File: src/logic/dcp_pkg.sv
// constants and types for dram config, power and refresh control
// Function
// - cr0 drive strength field 14:12 sets impedance, resets to zero
// - clearing cr0 bit 15 enters deep power down, refresh stops
// - array contents treated invalid after leaving deep power down
// - deep power down exits on select low then high, or reset
// - in deep power down only select and reset are watched
// - cr1 bits 15:7 reset to all ones, host writes ones
// - cr1 bit 6 picks clock: one single-ended default, zero differential
// - single-ended mode keeps complement clock input disabled
// - writing one to cr1 bit 5 enters hybrid sleep
// - hybrid sleep retains contents with lower power
// - falling select in hybrid sleep wakes and clears the bit
// - reset ends hybrid sleep; refresh disabled, contents may be lost
// - cr1 field 4:2 limits refresh region, eight codes
// - cr1 bits 1:0 read only, report refresh interval code
// - self refresh spread evenly, never exceeding maximum interval
// - pending refresh waits for active access to end
// - access starting during refresh drives strobe high in address phase
// - fixed latency bit drives strobe high in every address phase
package dcp_pkg;
	localparam logic [11:0] ADDR_CR0        = 12'h000;
	localparam logic [11:0] ADDR_CR1        = 12'h004;
	localparam logic [11:0] ADDR_STATUS     = 12'h008;
	localparam int          CR0_PD_BIT      = 15;
	localparam int          CR0_DRV_LSB     = 12;
	localparam int          CR0_FIXLAT_BIT  = 3;
	localparam int          CR1_CLK_BIT     = 6;
	localparam int          CR1_HS_BIT      = 5;
	localparam int          CR1_PAR_LSB     = 2;
	localparam logic [15:0] CR0_RESET       = 16'h8f_8f;
	localparam logic [15:0] CR1_RESET       = 16'hff_c1;
	localparam logic [15:0] CR1_RSVD_MASK   = 16'hff_80;
	localparam logic [1:0]  REF_CODE_4US    = 2'h1;
	localparam logic [1:0]  REF_CODE_1US    = 2'h2;
	localparam int          CLK_MHZ         = 100;
	localparam int          REF_4US_NS      = 4000;
	localparam int          REF_1US_NS      = 1000;
	localparam int          REF_4US_CYC     = REF_4US_NS * CLK_MHZ / 1000;
	localparam int          REF_1US_CYC     = REF_1US_NS * CLK_MHZ / 1000;
	localparam int          REF_BUSY_CYC    = 4;
	localparam int          PD_ENTRY_NS     = 150;
	localparam int          PD_ENTRY_CYC    = PD_ENTRY_NS * CLK_MHZ / 1000;
	typedef enum logic [1:0] {
		DCP_RUN,
		DCP_PD_WAIT,
		DCP_PD
	} dcp_pwr_t;
endpackage

File: src/logic/dcp_top.sv
// register bank, power modes and self refresh arbitration
`timescale 1ns/1ps
`default_nettype none
module dcp_top
	import dcp_pkg::*;
(
	input  wire logic        pclk,
	input  wire logic        presetn,
	input  wire logic        psel,
	input  wire logic        penable,
	input  wire logic        pwrite,
	input  wire logic [11:0] paddr,
	input  wire logic [31:0] pwdata,
	input  wire logic [3:0]  pstrb,
	output var  logic [31:0] prdata,
	output logic             pready,
	output logic             pslverr,
	input  wire logic        select_n,
	input  wire logic        reset_n_pin,
	input  wire logic        bus_clock,
	input  wire logic        clock_complement,
	input  wire logic        high_temp,
	output var  logic        strobe_out,
	output var  logic        strobe_oe,
	output var  logic [2:0]  drive_strength,
	output var  logic        clock_complement_en,
	output var  logic        hybrid_sleep,
	output var  logic        deep_power_down,
	output var  logic        array_valid,
	output var  logic        refresh_active,
	output var  logic [2:0]  refresh_region
);
	////////////////////////////////////////////////////////////////
	// input synchronisers
	logic cs_n_s;
	logic rst_pin_n_s;
	logic temp_s;
	logic clk_s;
	logic cmp_s;
	logic [4:0] sync_in;
	logic [4:0] sync_out;
	assign sync_in = {select_n, reset_n_pin, high_temp, bus_clock,
		clock_complement};
	genvar gi;
	generate
		for (gi = 0; gi < 5; gi++) begin : g_sync
			dcp_sync u_sync (
				.pclk    (pclk),
				.presetn (presetn),
				.rst_val (gi == 3 || gi == 4),
				.din     (sync_in[gi] ^ (gi == 3 || gi == 4)),
				.dout    (sync_out[gi])
			);
		end
	endgenerate
	assign cs_n_s      = sync_out[4] ^ 1'b0;
	assign rst_pin_n_s = sync_out[3];
	assign temp_s      = sync_out[2];
	assign clk_s       = sync_out[1];
	assign cmp_s       = sync_out[0];
	////////////////////////////////////////////////////////////////
	// state
	logic [15:0] cr0;
	logic [15:0] cr1;
	dcp_pwr_t    pwr;
	dcp_pwr_t    next_pwr;
	logic        cs_n_d;
	logic        clk_d;
	logic        cmp_d;
	logic        cs_fall;
	logic        cs_rise;
	logic        clk_edge;
	logic        in_ca;
	logic [2:0]  ca_cnt;
	logic [15:0] ref_cnt;
	logic [2:0]  busy_cnt;
	logic        ref_pend;
	logic [7:0]  pd_cnt;
	logic        pd_seen_low;
	logic        hw_rst;
	////////////////////////////////////////////////////////////////
	// bus decode
	wire         acc      = psel && penable;
	wire         hit_cr0  = (paddr == ADDR_CR0);
	wire         hit_cr1  = (paddr == ADDR_CR1);
	wire         hit_st   = (paddr == ADDR_STATUS);
	wire         mapped   = hit_cr0 || hit_cr1 || hit_st;
	wire         wr_ok    = acc && pwrite && &pstrb[1:0];
	wire         wr_cr0   = wr_ok && hit_cr0;
	wire         wr_cr1   = wr_ok && hit_cr1;
	wire  [1:0]  ref_code = temp_s ? REF_CODE_1US : REF_CODE_4US;
	wire  [15:0] cr1_view = {cr1[15:2], ref_code};
	wire  [15:0] status   = {11'h000, ref_pend, refresh_active,
		array_valid, deep_power_down, hybrid_sleep};
	wire  [15:0] rd_mux   = hit_cr0 ? cr0 : hit_cr1 ? cr1_view :
		hit_st ? status : 16'h0000;
	assign pready  = 1'b1;
	assign pslverr = acc && !mapped;
	always_ff @(posedge pclk or negedge presetn) begin
		if (!presetn)
			prdata <= 32'h0000_0000;
		else if (psel && !penable && !pwrite)
			prdata <= {16'h0000, rd_mux};
	end
	////////////////////////////////////////////////////////////////
	// edge detection on synchronised pins
	assign cs_fall  = cs_n_d && !cs_n_s;
	assign cs_rise  = !cs_n_d && cs_n_s;
	assign clk_edge = (clk_d != clk_s) || (cmp_d != cmp_s && !cr1[CR1_CLK_BIT]);
	assign hw_rst   = !rst_pin_n_s;
	always_ff @(posedge pclk or negedge presetn) begin
		if (!presetn) begin
			cs_n_d <= 1'b1;
			clk_d  <= 1'b0;
			cmp_d  <= 1'b0;
		end else begin
			cs_n_d <= cs_n_s;
			clk_d  <= clk_s;
			cmp_d  <= cr1[CR1_CLK_BIT] ? 1'b0 : cmp_s;
		end
	end
	////////////////////////////////////////////////////////////////
	// power state machine
	wire pd_req = wr_cr0 && !pwdata[CR0_PD_BIT];
	always_comb begin
		next_pwr = pwr;
		unique case (pwr)
			DCP_RUN:     if (pd_req) next_pwr = DCP_PD_WAIT;
			DCP_PD_WAIT: if (pd_cnt == 8'(PD_ENTRY_CYC - 1)) next_pwr = DCP_PD;
			DCP_PD:      if (pd_seen_low && cs_rise) next_pwr = DCP_RUN;
		endcase
		if (hw_rst)
			next_pwr = DCP_RUN;
	end
	always_ff @(posedge pclk or negedge presetn) begin
		if (!presetn) begin
			pwr         <= DCP_RUN;
			pd_cnt      <= 8'h00;
			pd_seen_low <= 1'b0;
		end else begin
			pwr         <= next_pwr;
			pd_cnt      <= (pwr == DCP_PD_WAIT) ? pd_cnt + 8'h01 : 8'h00;
			pd_seen_low <= (pwr == DCP_PD) && (pd_seen_low || cs_fall);
		end
	end
	wire in_pd = (pwr != DCP_RUN);
	////////////////////////////////////////////////////////////////
	// configuration registers
	always_ff @(posedge pclk or negedge presetn) begin
		if (!presetn) begin
			cr0 <= CR0_RESET;
			cr1 <= CR1_RESET;
		end else if (hw_rst) begin
			cr0 <= CR0_RESET;
			cr1 <= CR1_RESET;
		end else begin
			if (pwr == DCP_PD && next_pwr == DCP_RUN)
				cr0[CR0_PD_BIT] <= 1'b1;
			else if (wr_cr0 && !in_pd)
				cr0 <= pwdata[15:0];
			if (in_pd)
				cr1 <= cr1;
			else if (wr_cr1)
				cr1 <= {pwdata[15:2], cr1[1:0]};
			else if (cs_fall && cr1[CR1_HS_BIT])
				cr1[CR1_HS_BIT] <= 1'b0;
		end
	end
	assign drive_strength      = cr0[CR0_DRV_LSB +: 3];
	assign clock_complement_en = !cr1[CR1_CLK_BIT];
	assign hybrid_sleep        = cr1[CR1_HS_BIT];
	assign deep_power_down     = (pwr == DCP_PD);
	assign refresh_region      = cr1[CR1_PAR_LSB +: 3];
	////////////////////////////////////////////////////////////////
	// array validity
	always_ff @(posedge pclk or negedge presetn) begin
		if (!presetn)
			array_valid <= 1'b0;
		else if (in_pd || hw_rst)
			array_valid <= 1'b0;
		else if (wr_cr0 && pwdata[CR0_PD_BIT])
			array_valid <= 1'b1;
	end
	////////////////////////////////////////////////////////////////
	// self refresh timing and arbitration
	wire [15:0] ref_period = temp_s ? 16'(REF_1US_CYC) : 16'(REF_4US_CYC);
	wire        none_reg   = (refresh_region == 3'h4);
	wire        ref_due    = (ref_cnt >= ref_period - 16'h0001);
	wire        start_ref  = ref_pend && cs_n_s && busy_cnt == 3'h0;
	always_ff @(posedge pclk or negedge presetn) begin
		if (!presetn) begin
			ref_cnt  <= 16'h0000;
			ref_pend <= 1'b0;
			busy_cnt <= 3'h0;
		end else if (in_pd || hw_rst || none_reg) begin
			ref_cnt  <= 16'h0000;
			ref_pend <= 1'b0;
			busy_cnt <= 3'h0;
		end else begin
			ref_cnt <= ref_due ? 16'h0000 : ref_cnt + 16'h0001;
			if (ref_due)
				ref_pend <= 1'b1;
			else if (start_ref)
				ref_pend <= 1'b0;
			if (start_ref)
				busy_cnt <= 3'(REF_BUSY_CYC);
			else if (busy_cnt != 3'h0)
				busy_cnt <= busy_cnt - 3'h1;
		end
	end
	assign refresh_active = (busy_cnt != 3'h0);
	////////////////////////////////////////////////////////////////
	// strobe in command-address phase
	always_ff @(posedge pclk or negedge presetn) begin
		if (!presetn) begin
			in_ca      <= 1'b0;
			ca_cnt     <= 3'h0;
			strobe_out <= 1'b0;
			strobe_oe  <= 1'b0;
		end else if (cs_n_s || in_pd) begin
			in_ca      <= 1'b0;
			ca_cnt     <= 3'h0;
			strobe_out <= 1'b0;
			strobe_oe  <= 1'b0;
		end else begin
			if (cs_fall) begin
				in_ca      <= 1'b1;
				strobe_oe  <= 1'b1;
				strobe_out <= cr0[CR0_FIXLAT_BIT]
					|| refresh_active || ref_pend;
			end else if (in_ca && clk_edge) begin
				ca_cnt <= ca_cnt + 3'h1;
				if (ca_cnt == 3'h5) begin
					in_ca     <= 1'b0;
					strobe_oe <= 1'b0;
				end
			end
		end
	end
endmodule // dcp_top
`default_nettype wire

File: src/logic/dcp_sync.sv
// three-flop synchroniser with agreement filter
`timescale 1ns/1ps
`default_nettype none
module dcp_sync (
	input  wire logic pclk,
	input  wire logic presetn,
	input  wire logic rst_val,
	input  wire logic din,
	output var  logic dout
);
	logic s1;
	logic s2;
	logic s3;
	logic hold;
	always_ff @(posedge pclk or negedge presetn) begin
		if (!presetn) begin
			s1   <= 1'b0;
			s2   <= 1'b0;
			s3   <= 1'b0;
			hold <= 1'b0;
		end else begin
			s1 <= din;
			s2 <= s1;
			s3 <= s2;
			if (s2 == s3)
				hold <= s3;
		end
	end
	assign dout = hold ^ rst_val;
endmodule // dcp_sync
`default_nettype wire

File: config.mk
export PLATFORM = sky130hd
export DESIGN_NAME = dcp_top
export DESIGN_NICKNAME = d
export VERILOG_FILES = /design/src/logic/dcp_pkg.sv /design/src/logic/dcp_top.sv /design/src/logic/dcp_sync.sv
export SDC_FILE = /design/constraint.sdc
export NUM_CORES = 1
export LEC_CHECK = 0
export BUFFER_PORTS_ARGS = -buffer_cell sky130_fd_sc_hd__buf_4
export CAP_MARGIN = 20
export CORE_MARGIN = 4
export CORE_UTILIZATION = 35
export CTS_CLUSTER_SIZE = 10
export DETAILED_ROUTE_END_ITERATION = 8
export PLACE_DENSITY = 0.57
export SLEW_MARGIN = 10
export SYNTH_ARGS = -nofsm -noshare
export SYNTH_HDL_FRONTEND = slang
export SYNTH_HIERARCHICAL = 1
export SYNTH_SLANG_ARGS = --single-unit
File: constraint.sdc
create_clock -name pclk -period 4.72 [get_ports pclk]
set_input_delay 0 -clock pclk [delete_from_list [all_inputs] [get_ports pclk]]
set_output_delay 0 -clock pclk [all_outputs]
set_load 0.01 [all_outputs]
==> flow_metrics.py <==
metrics = {
    "yosys": {
        "async_flop_share": 1.00,
        "avgSynthCellArea_sq_um": 10.9,
        "syn-cell-area_sq_um": 5080,
        "synth-edff-count": 0,
        "ys.flop_type": "dfrtp_1",
        "synth.area.top_cells": "dfrtp_1 42%, dfstp_2 11%, ha_1 3.9%",
        "synth-seq-cells": 106,
        "ys_seq_area_frac": 0.527,
        "yosysWarnings": 6,
        "synth_top_area_cell": "dfrtp_1",
        "synth_top_area_frac": 0.419,
        "postSynthCellCount": 468,
        "yosysUniqueCellTypes": 60,
    },
    "power": {
        "comb_power_share": 0.131,
        "leakage_nw": 2.79,
        "switching_share": 0.258,
        "seqPwrFrac": 0.492,
        "power_mw": 1.96,
        "p_switching_uw": 506,
        "irDropWorstVdd_mv": 0.209,
        "clkPwrFrac": 0.377,
        "internal_power_mw": 1.46,
        "p_per_area_nw_per_um2": 317,
    },
    "critical_path": {
        "startpoint_type": "flip-flop",
        "critPathMaxFanout": 16,
        "crit_type": "flip-flop to flip-flop",
        "worstSetupEndpointType": "flip-flop",
        "arrival_ns": 3.22,
        "cp_data_required_time_ns": 4.99,
    },
    "grt": {
        "grt_max_degree": 76,
        "antenna_found_initial": 0,
        "track_usage": 0.141,
        "grt_pass1_vias": 3732,
        "grt_pass1_wl_microns": 18800,
        "gr-total-overflow": 0,
    },
    "finish": {
        "fillers": 1330,
        "syn2layout_area_growth_pct": 22.1,
        "final_common_cell": "dfrtp_1",
        "final_nets": 630,
        "final_area_sq_um": 6200,
        "layout-drive-gt1-share": 0.228,
        "antenna_cells": 0,
        "mostFrequentLayoutCells": "85 x dfrtp_1, 74 x buf_4, 33 x nand2_1, 28 x conb_1, 26 x nor2_1",
        "fin_util": 0.442,
        "final_cells": 741,
    },
    "sta": {
        "worst_clock_skew_ns": 0.00548,
        "setup_ws_ns": 1.77,
        "fin_hold_ws_ns": 0.0812,
        "relSlewSlack": 0.363,
        "fin_crit_sh": 0.625,
        "rsz0062_at_grt": "no",
        "tightestPinTransition_ns": 0.956,
        "fmax_mhz": 339,
        "hold_viol": 0,
        "drv_slew": 0,
        "setup_violations": 0,
        "setup_tns_ns": 0,
        "finalCriticalPeriod_ns": 2.95,
    },
    "die": {
        "die_x_microns": 128,
        "pin_count": 105,
        "rows": 43,
        "dieArea_sq_um": 16500,
        "start_util": 0.362,
        "die_h_microns": 128,
        "fp.coreArea_sq_um": 14000,
    },
    "drt": {
        "dr_total_vias": 3729,
        "antenna_left": 0,
        "routed_via_density": 5.03,
        "post_drt_wl_per_cell_microns": 15.6,
        "finalWirelength_microns": 11600,
        "drt_pass1_iterations": 4,
        "drc": 0,
        "drt-initial-drc-count": 199,
    },
    "worst_hold_path": {
        "hold_class": "input pin to flip-flop",
    },
    "cts": {
        "cts.sinks": 106,
        "root_buffer": "clkbuf_16",
        "path_clk_slew_ns": 0.07,
        "cts_setup_buffers": 0,
        "clk_path_buf_depth": 2,
        "cts_htree_levels": 3,
        "worstSkewPairLatency_ns": 0.34,
        "cts_buffers": 9,
        "cts_tree": "built",
    },
    "outcome": {
        "status": "complete, no violations",
    },
    "run": {
        "max-cap-violations": 0,
    },
    "placed_design": {
        "hpwl_microns": 8030,
        "place_congestion": 0.878,
        "place_ws_ns": 1.75,
        "dpl-instance-area_sq_um": 5690,
        "place_inst": 703,
        "io_buffers": 69,
    },
}
Yosys cell counts, drive strengths merged, types with 11 or more instances:
master,count
inv,20
xor2,13
a22oi,11
ha,16
nor2,26
clkbuf,15
buf,30
nand2,34
a21oi,14
a211o,12
dfstp,21
dfrtp,85
nor3,14
o21ai,17
power groups by stage:
stage / Combinational (mW) / Sequential (mW) / Clock (mW)
3_3_place_gp: 0.237 / 0.980 / 0
3_5_place_dp: 0.244 / 0.982 / 0
6_report: 0.257 / 0.965 / 0.741
5_1_grt: 0.290 / 0.969 / 0.797
2_1_floorplan: 0.153 / 0.977 / 0
4_1_cts: 0.260 / 0.966 / 0.763
state kept, by name, summed over array words and instances, names as in the netlist, 2 cells and up:
signal	count
cr0	16
prdata	16
ref_cnt	16
cr1	14
pd_cnt	8
g_sync.u_sync/hold	5
g_sync.u_sync/s1	5
g_sync.u_sync/s2	5
g_sync.u_sync/s3	5
busy_cnt	3
ca_cnt	3
pwr	2
routing by layer:
metal  vias to the layer above  wire length [microns]  GRT usage
met4                         0                    135     0.0387
met5                         -                      0          0
met1                      1830                   5330      0.189
li1                       1797                      -          -
met2                        90                   5540      0.233
met3                        12                    564     0.0291
layout make-up:
class,count,area (sq um),share of cell area
Timing Repair Buffer,96,776,0.125
Clock buffer,9,225,0.0363
Multi-Input combinational cell,322,2150,0.346
Clock inverter,7,68.8,0.0111
Tap cell,180,225,0.0363
Inverter,21,78.8,0.0127
Sequential cell,106,2680,0.432
critical path, cell delays in order (launching register included):
cell       delay [ns]
dfrtp_1          0.42
inv_1            0.10
ha_1             0.46
inv_1            0.16
a2111oi_0        0.50
or3_1            0.62
o21ai_2          0.26
a211o_1          0.36
final timing paths:
check	start	end	slack (ns)	depth (start not counted)
hold / removal	paddr[3]	prdata[2]	0.08	4
min in group asynchronous	presetn	prdata[12]	0.35	2
setup / recovery	pwr[0]	cr0[1]	1.77	7
setup reg to reg	pwr[0]	cr0[1]	1.77	7
max in group asynchronous	presetn	cr0[15]	3.35	3
hold reg to reg	g_sync[3].u_sync/s1	g_sync[3].u_sync/s2	0.35	0
logic make-up after synthesis:
logic type	share of synthesized area
and+or+nand+nor	0.141
other	0.00148
AOI/OAI and AO/OA	0.161
xor gates and xnor gates	0.0379
DFF	0.527
buffers and inverters	0.0687
muxes	0.0121
adders and majority gates	0.0505
repair_timing:
| item | CTS | global route |
|---|---|---|
| endpoints found under the setup margin | 0 | 0 |
| resized for setup | 0 | 0 |
| hold buffers | 22 | 0 |
| endpoints found under the hold margin | 84 | 0 |
No activity file was read; power rests on OpenSTA's default activity.
